[src/hw/stc_pkg.sv]
// shared constants for the timing reference configuration block
package stc_pkg;
  // ****************************************************************
  // register map
  // ****************************************************************
  localparam logic [6:0] ADDR_PRI_BASE = 7'h10;   // 14 priority regs
  localparam logic [6:0] ADDR_FREQ_BASE = 7'h20;  // 14 frequency regs
  localparam logic [6:0] ADDR_MS_SEL = 7'h30;
  localparam logic [6:0] ADDR_OP_CFG = 7'h34;
  localparam logic [6:0] ADDR_RATE_AUX = 7'h38;
  localparam logic [6:0] ADDR_TRIM_LO = 7'h3C;
  localparam logic [6:0] ADDR_TRIM_HI = 7'h3D;
  localparam logic [6:0] ADDR_MODE_CTRL = 7'h40;
  localparam logic [6:0] ADDR_BW_SEL = 7'h41;
  localparam logic [6:0] ADDR_STATUS = 7'h42;
  localparam logic [6:0] ADDR_DIV_LO = 7'h46;
  localparam logic [6:0] ADDR_DIV_HI = 7'h47;
  localparam int NUM_INPUTS = 14;
  // ****************************************************************
  // field positions and reset values
  // ****************************************************************
  localparam int OP_NET_BIT = 2;
  localparam int AUX_RATE_BIT0 = 5;
  localparam int AUX_RATE_BIT1 = 6;
  localparam int FREQ_LOCK8K_BIT = 6;
  localparam int FREQ_DIVN_BIT = 7;
  localparam logic [15:0] TRIM_RESET = 16'h9999;
  localparam logic [7:0] OP_CFG_RESET = 8'h00;
  localparam logic [7:0] AUX_RESET = 8'h00;
  localparam logic [13:0] DIV_RESET = 14'h0000;
  localparam logic [2:0] BW_RESET = 3'h0;
  localparam logic [2:0] BW_MAX = 3'h7;       // 0.1 Hz .. 20 Hz points
  localparam logic [3:0] PRI_SLAVE_I11 = 4'h1;
  localparam logic [3:0] PRI_NONE = 4'h0;      // priority 0 = disabled
  localparam logic [3:0] NO_REF = 4'hF;
  // spot frequency codes, low nibble of a frequency register
  localparam logic [3:0] FQ_8K = 4'h0;
  localparam logic [3:0] FQ_DIG = 4'h1;        // 1.544 or 2.048 MHz
  localparam logic [3:0] FQ_6M48 = 4'h2;
  localparam logic [3:0] FQ_19M44 = 4'h3;
  localparam logic [3:0] FQ_25M92 = 4'h4;
  localparam logic [3:0] FQ_38M88 = 4'h5;
  localparam logic [3:0] FQ_51M84 = 4'h6;
  localparam logic [3:0] FQ_77M76 = 4'h7;
  localparam logic [3:0] FQ_2K = 4'h8;
  localparam logic [3:0] FQ_4K = 4'h9;
  localparam logic [3:0] FQ_CC64 = 4'hA;       // composite 64/8 kHz
  localparam logic [3:0] FQ_MAX = 4'hA;
  // ****************************************************************
  // timing
  // ****************************************************************
  localparam int CLK_PERIOD_NS = 25;
  localparam int FS_HALF_NS = 62500;           // half of 8 kHz
  localparam int FS_HALF_CYC = FS_HALF_NS / CLK_PERIOD_NS;
  localparam logic [11:0] FS_LAST = 12'(FS_HALF_CYC - 1);
  localparam logic [1:0] MFS_LAST = 2'h3;      // 4 halves of 8k per half
  // ****************************************************************
  // types
  // ****************************************************************
  typedef enum logic [1:0] {
    ST_FREE = 2'b00,
    ST_LOCKED = 2'b01,
    ST_HOLD = 2'b11
  } stc_mode_t;
  typedef enum logic [1:0] {
    SRC_OSC = 2'h0,
    SRC_REF = 2'h1,
    SRC_HOLD = 2'h2
  } stc_src_t;
  localparam logic [1:0] FORCE_AUTO = 2'h0;
  localparam logic [1:0] FORCE_FREE = 2'h1;
  localparam logic [1:0] FORCE_HOLD = 2'h2;
endpackage

[src/hw/stc_timing_cfg.sv]
// timing reference configuration, mode control and sync generation
// Summary of operation
// - rate-family bits 0x34.2, 0x38.5/6 load from rate pin after reset
// - bit 2 of 0x34 selects SONET when one, SDH when zero
// - free-run takes output timing from the local oscillator only
// - locked picks best valid reference and locks to it
// - holdover uses oscillator corrected to last reference's frequency
// - loop bandwidth selectable over eight points, 0.1 Hz to 20 Hz
// - paired devices share only sync phase; a slave aligns to the partner's 2 kHz
// - master timing comes from the 12.80 MHz oscillator clock
// - trim is 16 bits from two byte registers, 0.02 ppm per step
// - trim resets to 39321, full range 0 to 65535
// - fourteen reference inputs, each of one of three source types
// - every input gets default frequency and priority at reset
// - any input may serve any source type within its speed
// - single-ended spot frequencies 2k, 4k, 8k, dig, 6.48..77.76 MHz
// - each input's expected frequency comes from its frequency register
// - optional pre-divider ahead of the phase comparator, enabled only when freq bits 6 and 7 are both set
// - 8 kHz frame sync and 2 kHz multi-frame sync outputs
// - master/slave register loads from its pin after reset
`timescale 1ns/1ps
module stc_timing_cfg
  import stc_pkg::*;
(
  // clock and reset, CLK is the 12.80 MHz-derived system clock
  input wire logic CLK,
  input wire logic RESET_N,
  // strap pins
  input wire logic RATE_FAMILY_SELECT_PIN,
  input wire logic PRIMARY_SECONDARY_SELECT_PIN,
  // microprocessor port
  input wire logic CS_N,
  input wire logic WR_N,
  input wire logic RD_N,
  input wire logic [6:0] ADDR,
  input wire logic [7:0] DATA_IN,
  output logic [7:0] DATA_OUT,
  output logic DATA_OE_N,
  output logic RDY,
  // reference monitor results and partner sync
  input wire logic [13:0] REF_VALID,
  input wire logic SYNC_2K_IN,
  // timing engine controls
  output stc_pkg::stc_mode_t MODE,
  output stc_pkg::stc_src_t NCO_SOURCE,
  output logic [3:0] SELECTED_REF,
  output logic [3:0] SELECTED_FREQ,
  output logic PREDIV_EN,
  output logic [13:0] PREDIV_RATIO,
  output logic [15:0] TRIM_VALUE,
  output logic [2:0] BW_SEL,
  output logic SONET_SELECT,
  output logic MASTER_SELECT,
  // sync outputs
  output logic FRAME_SYNC,
  output logic MFRAME_SYNC
);
  import stc_pkg::*;

  // ****************************************************************
  // strap load and bus front end
  // ****************************************************************
  logic load_pend_reg;
  logic wr_n_q_reg;
  logic rd_n_q_reg;
  logic [7:0] op_cfg_reg;
  logic [7:0] aux_reg;
  logic [15:0] trim_reg;
  logic ms_reg;
  logic [1:0] force_reg;
  logic [2:0] bw_reg;
  logic [13:0] div_reg;
  logic [3:0] pri_reg [NUM_INPUTS];
  logic [7:0] freq_reg [NUM_INPUTS];
  logic [3:0] sel_reg;
  logic ever_locked_reg;
  stc_mode_t mode_reg;
  stc_mode_t mode_next;

  // write takes effect on the falling edge of the write strobe
  wire wr_stb = !CS_N && !WR_N && wr_n_q_reg;
  wire rd_act = !CS_N && !RD_N;
  wire [6:0] pri_off = ADDR - ADDR_PRI_BASE;
  wire [6:0] freq_off = ADDR - ADDR_FREQ_BASE;
  wire pri_hit = (ADDR >= ADDR_PRI_BASE) && (pri_off < 7'(NUM_INPUTS));
  wire freq_hit = (ADDR >= ADDR_FREQ_BASE) && (freq_off < 7'(NUM_INPUTS));
  wire wr_op = wr_stb && (ADDR == ADDR_OP_CFG);
  wire wr_aux = wr_stb && (ADDR == ADDR_RATE_AUX);
  wire wr_tlo = wr_stb && (ADDR == ADDR_TRIM_LO);
  wire wr_thi = wr_stb && (ADDR == ADDR_TRIM_HI);
  wire wr_ms = wr_stb && (ADDR == ADDR_MS_SEL);
  wire wr_mode = wr_stb && (ADDR == ADDR_MODE_CTRL);
  wire wr_bw = wr_stb && (ADDR == ADDR_BW_SEL);
  wire wr_dlo = wr_stb && (ADDR == ADDR_DIV_LO);
  wire wr_dhi = wr_stb && (ADDR == ADDR_DIV_HI);

  // strobe history and strap load flag, load happens once after release
  always_ff @(posedge CLK or negedge RESET_N) begin
    if (!RESET_N) begin
      load_pend_reg <= 1'b1;
      wr_n_q_reg <= 1'b1;
      rd_n_q_reg <= 1'b1;
    end else begin
      load_pend_reg <= 1'b0;
      wr_n_q_reg <= WR_N;
      rd_n_q_reg <= RD_N;
    end
  end

  // ****************************************************************
  // global configuration registers
  // ****************************************************************
  // strap load wins over a bus write landing in the same cycle
  always_ff @(posedge CLK or negedge RESET_N) begin
    if (!RESET_N) begin
      op_cfg_reg <= OP_CFG_RESET;
      aux_reg <= AUX_RESET;
      ms_reg <= 1'b1;
    end else if (load_pend_reg) begin
      op_cfg_reg[OP_NET_BIT] <= RATE_FAMILY_SELECT_PIN;
      aux_reg[AUX_RATE_BIT0] <= RATE_FAMILY_SELECT_PIN;
      aux_reg[AUX_RATE_BIT1] <= RATE_FAMILY_SELECT_PIN;
      ms_reg <= PRIMARY_SECONDARY_SELECT_PIN;
    end else begin
      if (wr_op) op_cfg_reg <= DATA_IN;
      if (wr_aux) aux_reg <= DATA_IN;
      if (wr_ms) ms_reg <= DATA_IN[0];
    end
  end

  // trim, bandwidth, forced mode and pre-divider ratio
  always_ff @(posedge CLK or negedge RESET_N) begin
    if (!RESET_N) begin
      trim_reg <= TRIM_RESET;
      bw_reg <= BW_RESET;
      force_reg <= FORCE_AUTO;
      div_reg <= DIV_RESET;
    end else begin
      if (wr_tlo) trim_reg[7:0] <= DATA_IN;
      if (wr_thi) trim_reg[15:8] <= DATA_IN;
      if (wr_bw && DATA_IN[2:0] <= BW_MAX) bw_reg <= DATA_IN[2:0];
      if (wr_mode) force_reg <= DATA_IN[1:0];
      if (wr_dlo) div_reg[7:0] <= DATA_IN;
      if (wr_dhi) div_reg[13:8] <= DATA_IN[5:0];
    end
  end

  // ****************************************************************
  // per-input priority and frequency, plus best-reference search
  // ****************************************************************
  logic [3:0] best_pri [NUM_INPUTS+1];
  logic [3:0] best_idx [NUM_INPUTS+1];
  assign best_pri[0] = PRI_NONE;
  assign best_idx[0] = NO_REF;

  genvar gi;
  generate
    for (gi = 0; gi < NUM_INPUTS; gi++) begin : g_in
      // table defaults: priority port+1, slave moves input 11 to one
      localparam logic [3:0] DEF_PRI = 4'(gi + 2);
      localparam logic [3:0] DEF_FQ = (gi < 2) ? FQ_CC64 :
                                      (gi < 4) ? FQ_8K :
                                      (gi < 10) ? FQ_19M44 : FQ_DIG;
      wire wr_pri = wr_stb && pri_hit && (pri_off == 7'(gi));
      wire wr_fq = wr_stb && freq_hit && (freq_off == 7'(gi));
      wire usable = REF_VALID[gi] && (pri_reg[gi] != PRI_NONE);
      wire better = usable && ((best_pri[gi] == PRI_NONE) ||
                               (pri_reg[gi] < best_pri[gi]));
      always_ff @(posedge CLK or negedge RESET_N) begin
        if (!RESET_N) begin
          pri_reg[gi] <= DEF_PRI;
          freq_reg[gi] <= {4'h0, DEF_FQ};
        end else if (load_pend_reg) begin
          if (gi == 10 && !PRIMARY_SECONDARY_SELECT_PIN) begin
            pri_reg[gi] <= PRI_SLAVE_I11;
            freq_reg[gi] <= {4'h0, FQ_6M48};
          end
        end else begin
          if (wr_pri) pri_reg[gi] <= DATA_IN[3:0];
          // codes past the spot list are refused, any port any type
          if (wr_fq && DATA_IN[3:0] <= FQ_MAX) begin
            freq_reg[gi] <= DATA_IN;
          end
        end
      end
      // lowest non-zero priority wins, ties go to the lower port
      assign best_pri[gi+1] = better ? pri_reg[gi] : best_pri[gi];
      assign best_idx[gi+1] = better ? 4'(gi) : best_idx[gi];
    end
  endgenerate

  wire best_found = best_idx[NUM_INPUTS] != NO_REF;
  wire [3:0] best_ref = best_idx[NUM_INPUTS];

  // ****************************************************************
  // mode state machine
  // ****************************************************************
  // automatic mode follows reference availability; forcing overrides
  always_comb begin
    mode_next = mode_reg;
    case (force_reg)
      FORCE_FREE: mode_next = ST_FREE;
      FORCE_HOLD: mode_next = ever_locked_reg ? ST_HOLD : ST_FREE;
      default: begin
        if (best_found) mode_next = ST_LOCKED;
        else if (ever_locked_reg) mode_next = ST_HOLD;
        else mode_next = ST_FREE;
      end
    endcase
  end

  // holdover keeps the last selection so its frequency memory applies
  always_ff @(posedge CLK or negedge RESET_N) begin
    if (!RESET_N) begin
      mode_reg <= ST_FREE;
      sel_reg <= NO_REF;
      ever_locked_reg <= 1'b0;
    end else begin
      mode_reg <= mode_next;
      if (mode_next == ST_LOCKED) sel_reg <= best_ref;
      if (mode_next == ST_LOCKED) ever_locked_reg <= 1'b1;
    end
  end

  // ****************************************************************
  // frame and multi-frame sync generation
  // ****************************************************************
  logic [11:0] fs_cnt_reg;
  logic [1:0] mfs_cnt_reg;
  logic sync_s1_reg;
  logic sync_s2_reg;
  logic sync_s3_reg;
  // a slave realigns its 2 kHz phase to the partner's rising edge
  wire align = !ms_reg && sync_s2_reg && !sync_s3_reg;
  wire fs_wrap = fs_cnt_reg == FS_LAST;

  always_ff @(posedge CLK or negedge RESET_N) begin
    if (!RESET_N) begin
      sync_s1_reg <= 1'b0;
      sync_s2_reg <= 1'b0;
      sync_s3_reg <= 1'b0;
    end else begin
      sync_s1_reg <= SYNC_2K_IN;
      sync_s2_reg <= sync_s1_reg;
      sync_s3_reg <= sync_s2_reg;
    end
  end

  // counters on the oscillator clock keep sync alive in every mode
  always_ff @(posedge CLK or negedge RESET_N) begin
    if (!RESET_N) begin
      fs_cnt_reg <= 12'h000;
      mfs_cnt_reg <= 2'h0;
      FRAME_SYNC <= 1'b0;
      MFRAME_SYNC <= 1'b0;
    end else if (align) begin
      fs_cnt_reg <= 12'h000;
      mfs_cnt_reg <= 2'h0;
      FRAME_SYNC <= 1'b1;
      MFRAME_SYNC <= 1'b1;
    end else if (fs_wrap) begin
      fs_cnt_reg <= 12'h000;
      FRAME_SYNC <= !FRAME_SYNC;
      mfs_cnt_reg <= mfs_cnt_reg + 2'h1;
      if (mfs_cnt_reg == MFS_LAST) MFRAME_SYNC <= !MFRAME_SYNC;
    end else begin
      fs_cnt_reg <= fs_cnt_reg + 12'h001;
    end
  end

  // ****************************************************************
  // read path and outputs
  // ****************************************************************
  wire [7:0] status_byte = {2'h0, mode_reg, sel_reg};
  wire [7:0] rd_pri = pri_hit ? {4'h0, pri_reg[pri_off[3:0]]} : 8'h00;
  wire [7:0] rd_fq = freq_hit ? freq_reg[freq_off[3:0]] : 8'h00;
  wire [7:0] rd_mux =
    (ADDR == ADDR_OP_CFG) ? op_cfg_reg :
    (ADDR == ADDR_RATE_AUX) ? aux_reg :
    (ADDR == ADDR_TRIM_LO) ? trim_reg[7:0] :
    (ADDR == ADDR_TRIM_HI) ? trim_reg[15:8] :
    (ADDR == ADDR_MS_SEL) ? {7'h00, ms_reg} :
    (ADDR == ADDR_MODE_CTRL) ? {6'h00, force_reg} :
    (ADDR == ADDR_BW_SEL) ? {5'h00, bw_reg} :
    (ADDR == ADDR_STATUS) ? status_byte :
    (ADDR == ADDR_DIV_LO) ? div_reg[7:0] :
    (ADDR == ADDR_DIV_HI) ? {2'h0, div_reg[13:8]} :
    (rd_pri | rd_fq); // unmapped reads as zero
  wire [3:0] cur_ref = (mode_reg == ST_FREE) ? NO_REF : sel_reg;
  wire [7:0] cur_fq = (cur_ref == NO_REF) ? 8'h00 : freq_reg[cur_ref];
  wire [1:0] src_next = (mode_reg == ST_LOCKED) ? SRC_REF :
                        (mode_reg == ST_HOLD) ? SRC_HOLD : SRC_OSC;

  // bus answer: data and ready one cycle after the strobe is seen
  always_ff @(posedge CLK or negedge RESET_N) begin
    if (!RESET_N) begin
      DATA_OUT <= 8'h00;
      DATA_OE_N <= 1'b1;
      RDY <= 1'b0;
    end else begin
      if (rd_act) DATA_OUT <= rd_mux;
      DATA_OE_N <= !rd_act;
      RDY <= !CS_N && (!RD_N || !WR_N);
    end
  end

  // engine controls, all registered
  always_ff @(posedge CLK or negedge RESET_N) begin
    if (!RESET_N) begin
      MODE <= ST_FREE;
      NCO_SOURCE <= SRC_OSC;
      SELECTED_REF <= NO_REF;
      SELECTED_FREQ <= FQ_8K;
      PREDIV_EN <= 1'b0;
      PREDIV_RATIO <= DIV_RESET;
      TRIM_VALUE <= TRIM_RESET;
      BW_SEL <= BW_RESET;
      SONET_SELECT <= 1'b0;
      MASTER_SELECT <= 1'b1;
    end else begin
      MODE <= mode_reg;
      NCO_SOURCE <= stc_src_t'(src_next);
      SELECTED_REF <= cur_ref;
      SELECTED_FREQ <= cur_fq[3:0];
      PREDIV_EN <= cur_fq[FREQ_DIVN_BIT] && cur_fq[FREQ_LOCK8K_BIT];
      PREDIV_RATIO <= div_reg;
      TRIM_VALUE <= trim_reg;
      BW_SEL <= bw_reg;
      SONET_SELECT <= op_cfg_reg[OP_NET_BIT];
      MASTER_SELECT <= ms_reg;
    end
  end

  // helper: age of the current frame sync level, a realign voids one half
  logic fs_seen_reg;
  logic fs_clean_reg;
  logic [11:0] fs_age_reg;
  wire fs_moved = FRAME_SYNC != fs_seen_reg;
  always_ff @(posedge CLK or negedge RESET_N) begin
    if (!RESET_N) begin
      fs_seen_reg <= 1'b0;
      fs_clean_reg <= 1'b1;
      fs_age_reg <= 12'h000;
    end else begin
      fs_seen_reg <= FRAME_SYNC;
      fs_age_reg <= fs_moved ? 12'h001 : fs_age_reg + 12'h001;
      if (align) fs_clean_reg <= 1'b0;
      else if (fs_moved) fs_clean_reg <= 1'b1;
    end
  end
endmodule

[config.mk]
export PLATFORM = sky130hd
export DESIGN_NAME = stc_timing_cfg
export DESIGN_NICKNAME = d
export VERILOG_FILES = /design/src/hw/stc_pkg.sv /design/src/hw/stc_timing_cfg.sv
export SDC_FILE = /design/constraint.sdc
export NUM_CORES = 1
export LEC_CHECK = 0
export ABC_AREA = 1
export BUFFER_PORTS_ARGS = -buffer_cell sky130_fd_sc_hd__clkbuf_2
export CAP_MARGIN = 20
export CORE_MARGIN = 2
export CORE_UTILIZATION = 45
export CTS_BUF_LIST = sky130_fd_sc_hd__clkbuf_16
export DETAILED_ROUTE_END_ITERATION = 16
export PLACE_DENSITY = 0.66
export SYNTH_ARGS = -nofsm -noshare
export SYNTH_HDL_FRONTEND = slang
export SYNTH_SLANG_ARGS = --single-unit
[constraint.sdc]
create_clock -name CLK -period 13.21 [get_ports CLK]
set_clock_uncertainty 0.15 [all_clocks]
set_input_delay 1.321 -clock CLK [delete_from_list [all_inputs] [get_ports CLK]]
set_output_delay 1.321 -clock CLK [all_outputs]
set_load 0.01 [all_outputs]
==> results.yml, run 1 <==
cells_and_area:
  syn_to_final_growth_pct: 15.6
  final_nets: 2096
  antenna_cells: 0
  stdcell_count: 2512
  largest_reg_flops: 112
  drive_gt1_share_pct: 18.5
  fin_area_um2: 18100
clock_tree:
  clkLatencyLatePin_ns: 0.53
  h-tree-depth: 2
  cts_buffers: 34
  ctsRootBufferMaster: "clkbuf_16"
  ctsHoldBuffers: 0
  cts_sinks: 306
  cts_tree: "yes"
  clockBufferDepth: 3
  clkSlewWorstSetupHoldPaths_ns: 0.06
route:
  vias: 14192
  first_pass_iters: 5
  viasPerCell: 5.65
  postRouteAntennaNets: 0
  wl_per_cell_um: 18.4
  routed_wirelength_um: 46300
  drt_iter0_drc: 1352
  drc_errors: 0
synthesis:
  synth_top_area_share_pct: 36.1
  yosys_warnings: 0
  synthCells: 1932
  synth_top_family_by_area: "simple AND/OR/NAND/NOR gates"
  syn-cell-area_um2: 15600
  yosys.area_share.simple_pct: 22.7
  synth-main-ff-cell: "dfrtp_1"
  synth_common_cells: "510 x nand2_1, 305 x o21ai_0, 226 x dfrtp_1"
  ys_seq_area_share_pct: 49.6
  syn_nets: 1997
  synth_compound_area_share_pct: 19.2
  synth_async_sr_flop_share_pct: 100
  yosysUniqueCellTypes: 52
  syn_area_per_cell_um2: 8.10
  synth_edf_count: 0
  synth_fa_ha_area_share_pct: 2.24
  yosysMostFrequentCell: "nand2_1"
  synth_seq_cells: 306
  synth_xor_area_share_pct: 0.168
  synth_area_leader_cell: "dfrtp_1"
  synth_mux_area_share_pct: 0.0640
  netlist_top_cells_area: "dfrtp_1 36%, dfstp_2 13%, nand2_1 12%"
placed_design:
  placed_cells: 2443
  place.port_buffers: 96
  pre_cts_ws_ns: -0.683
  place_congestion: 0.901
  dp_hpwl_um: 31700
  place_area_um2: 16700
power:
  total_power_uw: 2210
  powerDensity_nw_per_um2: 122
  p_leak_uw: 0.00817
  peakVddDrop_uv: 101
grt:
  grt_pass1_wl_um: 72900
  antenna_found_initial: 0
  grt_pass1_vias: 13562
  grt_overflow_total: 0
  grt.total_usage_pct: 25.4
  grt_max_degree: 174
floorplan:
  initial_core_util_pct: 45.5
  io-pin-count: 97
  num_rows: 68
  fp.dieArea_um2: 36300
  coreArea_um2: 34400
  die_w_um: 190
  die_h_um: 190
timing:
  setup_slack_ns: 0.778
  relSlewSlack_pct: 28.4
  tightest_slew_ns: 1.07
  fmax_mhz: 80.4
  finalMaxSlewViolations: 0
  period_needed_ns: 12.43
  holdWs_ns: 0.218
  hold_violations: 0
  finalCritPeriodShare_pct: 94.1
  finalSetupViolCount: 0
worst_setup_path:
  crit_path_max_fanout: 8
  startpoint_type: "input pin"
  cp-end-kind: "flop"
  arrival_ns: 12.74
  critPathRequiredTime_ns: 13.52
  cp_common_cell: "nand2_4"
  crit_type: "input pin to flop"
  cpPeakStageDelay_ns: 0.32
  slowest_stage: "ha_1"
  r2r_slack_ns: 0.97
worst_hold_path:
  hold_class: "flop to flop"
run:
  drv_cap: 0
status:
  status: "completed"
through the flow:
step / utilization [%] / setup TNS [ns]
floorplan: - / 0
global placement: 48.5 / -0.205
detailed placement: 48.6 / -4.62
CTS: 51.7 / 0
global route: 52.6 / -0.283
finish: 52.6 / 0
worst max-delay path, delay by kind of cell:
| family | cells | cell delay [ns] |
|---|---|---|
| buffers and inverters | 12 | 0.68 |
| adders and majority gates | 13 | 3.57 |
| AOI/OAI and AO/OA | 16 | 1.86 |
| and+or+nand+nor | 64 | 5.29 |
path summary, 6_finish.rpt:
check / start / depth (start not counted) / to
max: REF_VALID[0] / 105 / sel_reg[2]
min: trim_reg[11] / 0 / TRIM_VALUE[11]
max reg2reg: pri_reg[53] / 106 / sel_reg[2]
min reg2reg: trim_reg[11] / 0 / TRIM_VALUE[11]
max in group asynchronous: RESET_N / 2 / freq_reg[91]
min in group asynchronous: RESET_N / 1 / fs_cnt_reg[2]
where the power goes:
group          switching [µW]  internal (µW)
clock network             390            516
registers                32.3            980
logic                     204           89.3
total                     626           1590
cells in the final DEF, fill, tap and decap left out, types with 5 or more instances in the layout:
| cell type | count |
|---|---|
| o211ai_1 | 20 |
| nor3_1 | 20 |
| o21ai_4 | 5 |
| o21ai_2 | 9 |
| nand3_1 | 105 |
| nor2_1 | 110 |
| clkinv_1 | 15 |
| buf_4 | 32 |
| ha_1 | 24 |
| a22oi_1 | 6 |
| nand4_1 | 7 |
| o311ai_0 | 6 |
| dfstp_2 | 80 |
| o221ai_1 | 18 |
| o21ai_0 | 294 |
| clkbuf_16 | 34 |
| nor2_2 | 14 |
| o41ai_1 | 5 |
| clkbuf_2 | 95 |
| nand2_1 | 502 |
| o22ai_1 | 57 |
| a21oi_1 | 52 |
| dfrtp_1 | 226 |
| nor4_1 | 7 |
| inv_1 | 148 |
| a31oi_1 | 6 |
| a221oi_1 | 9 |
| nand2_2 | 27 |
| nand2_4 | 25 |
| a21boi_0 | 10 |
| inv_2 | 23 |
| clkinv_2 | 5 |
area by class of cell:
type | count | area (µm²)
Fill cell | 3225 | 16300
Sequential cell | 306 | 7760
Multi-Input combinational cell | 1382 | 7200
Clock buffer | 34 | 851
Timing Repair Buffer | 133 | 812
Inverter | 174 | 672
Tap cell | 455 | 569
Clock inverter | 28 | 221
logic make-up after synthesis:
logic type	Yosys count
and+or+nand+nor	827
AOI/OAI and AO/OA	522
DFF	306
buffers and inverters	244
adders and majority gates	28
xor gates and xnor gates	3
other	1
muxes	1
per-layer routing:
metal | vias up | wire [µm] | global-route usage, %
met5 | - | 0 | 0
met4 | 0 | 1710 | 10.3
met3 | 121 | 3110 | 3.55
met2 | 564 | 21000 | 39.7
met1 | 6765 | 20400 | 35.8
li1 | 6742 | - | -
timing repair:
action,CTS,global route
resized for setup,2,61
endpoints found under the setup margin,7,7
pin swaps,0,15
setup buffers,0,7
Power figures use the tool's default switching activity.
==> run 2, diff against run 1 <==
Settings changed: PLACE_DENSITY 0.66 to unset.
==> run 2 against run 1 <==
  * Utilization decreased by 0.38 points
  * Final cell count about the same
  * First-iteration DRC count decreased by 23%
  * Sequential share of layout area increased by 0.31 points
  * Total power increased by 0.17%
  * Clock-buffer cell count increased by 1
  * Wire length increased by 0.31%
  * Critical endpoint is now sel_reg[0]
  * Largest cell class unchanged
  * Largest power group unchanged
==> results.yml, run 2 (synthesis results as in run 1) <==
grt:
  grt_max_degree: 94
  grt_pass1_vias: 13437
  grt_pass1_wl_um: 73700
  grt_overflow_total: 0
  grt.total_usage_pct: 25.8
  antenna_found_initial: 0
power:
  p_int_uw: 1590
  switching_power_uw: 623
  p_leak_uw: 0.00816
  clkPwrFrac_pct: 41.5
  powerDensity_nw_per_um2: 123
  p_comb_share_pct: 12.9
  swShare_pct: 28.1
  peakVddDrop_uv: 70.4
  total_power_uw: 2220
  seq_power_share_pct: 45.6
floorplan:
  num_rows: 68
  die_w_um: 190
  initial_core_util_pct: 45.5
  fp.dieArea_um2: 36300
  io-pin-count: 97
  coreArea_um2: 34400
  die_h_um: 190
timing:
  fmax_mhz: 81.6
  finalMaxSlewViolations: 0
  finalSetupViolCount: 0
  finalCritPeriodShare_pct: 92.7
  tightest_slew_ns: 1.05
  hold_violations: 0
  relSlewSlack_pct: 29.7
  period_needed_ns: 12.25
route:
  drt_iter0_drc: 1043
  drc_errors: 0
  viasPerCell: 5.53
  wl_per_cell_um: 18.5
  vias: 13898
  routed_wirelength_um: 46400
  first_pass_iters: 5
  postRouteAntennaNets: 0
worst_setup_path:
  startpoint_type: "input pin"
  critPathRequiredTime_ns: 13.52
  cp-end-kind: "flop"
  crit_path_max_fanout: 7
  cpPeakStageDelay_ns: 0.30
  arrival_ns: 12.56
  cp_common_cell: "nand2_4"
  crit_type: "input pin to flop"
  slowest_stage: "ha_1"
placed_design:
  place_congestion: 0.907
  dp_hpwl_um: 32300
  place_area_um2: 16700
  place.port_buffers: 96
clock_tree:
  cts_tree: "yes"
  clkSlewWorstSetupHoldPaths_ns: 0.06
  ctsRootBufferMaster: "clkbuf_16"
  h-tree-depth: 2
  clockBufferDepth: 3
  cts_buffers: 35
  cts_sinks: 306
  clkLatencyLatePin_ns: 0.53
status:
  status: "completed"
cells_and_area:
  fin_area_um2: 18000
  most-common-layout-cells: "503 x nand2_1, 295 x o21ai_0, 226 x dfrtp_1"
  final_nets: 2097
  antenna_cells: 0
  layout_commonest_cell: "nand2_1"
  syn_to_final_growth_pct: 14.7
  largest_reg_flops: 112
  drive_gt1_share_pct: 18.1
worst_hold_path:
  hold_class: "flop to flop"
run:
  drv_cap: 0
## run 2: cell types whose count changed in the layout (fill, tap and decap cells not counted), moves of 2 or more
cell	before	now
a21oi_1	52	54
a21oi_2	2	0
buf_4	32	36
buf_6	3	1
clkinv_1	15	18
ha_1	24	27
ha_4	4	1
nand2_8	3	0
o21ai_1	4	6
o21ai_4	5	3
## run 2: per-stage QoR
step / instances / hold slack (ns) / util (%) / setup TNS, ns / setup slack [ns]
after detailed placement: 2446 / 0.219 / 48.6 / -2.38 / -0.348
after global placement: 2446 / 0.191 / 48.6 / 0 / 0.0497
after CTS: 2510 / 0.228 / 51.8 / 0 / 0.158
final: 2514 / 0.224 / 52.2 / 0 / 0.960
after global routing: 2514 / 0.233 / 52.2 / -0.429 / -0.0940
after floorplan: 1932 / 0.181 / - / 0 / 0.617
## run 2: path summary, 6_finish.rpt
check / startpoint / end / slack [ns] / depth (start not counted)
min reg2reg: trim_reg[4] / TRIM_VALUE[4] / 0.22 / 0
min in group asynchronous: RESET_N / fs_cnt_reg[10] / 0.62 / 1
max: REF_VALID[0] / sel_reg[0] / 0.96 / 105
min: trim_reg[4] / TRIM_VALUE[4] / 0.22 / 0
max in group asynchronous: RESET_N / freq_reg[45] / 10.01 / 3
max reg2reg: pri_reg[53] / sel_reg[0] / 1.17 / 106
## run 2: area by class of cell
type                    count  area [µm²]
clock buffers              35         876
clock inverters            29         213
fillers                  3392       16400
inverters                 174         672
multi-input cells        1382        7090
flip-flops and latches    306        7760
well taps                 455         569
repair buffers            133         772
## run 2: power groups by stage
stage / logic, µW / registers (µW) / clock network [µW]
finish: 287 / 1010 / 919
global route: 318 / 1010 / 982
CTS: 283 / 1010 / 936
detailed placement: 281 / 1020 / 0
global placement: 278 / 1020 / 0
floorplan: 162 / 1020 / 0
## run 2: worst max-delay path, delay by kind of cell
| family | cells | cell delay, ns |
|---|---|---|
| and+or+nand+nor | 62 | 4.94 |
| adders and majority gates | 13 | 3.52 |
| AOI/OAI and AO/OA | 17 | 2.00 |
| buffers and inverters | 13 | 0.71 |
## run 2: repair_timing
| item | CTS | global route |
|---|---|---|
| buffers inserted | 0 | 4 |
| setup endpoints to repair | 0 | 7 |
| hold buffers | 0 | 0 |
| resized for setup | 0 | 44 |
## run 2: per-layer routing
layer | up-vias | track usage [%] | share of wire, %
li1 | 6744 | - | -
met4 | 0 | 7.78 | 2.9
met2 | 402 | 41.7 | 46
met1 | 6662 | 36.2 | 46
met3 | 90 | 3.31 | 4.8
met5 | - | 0 | 0
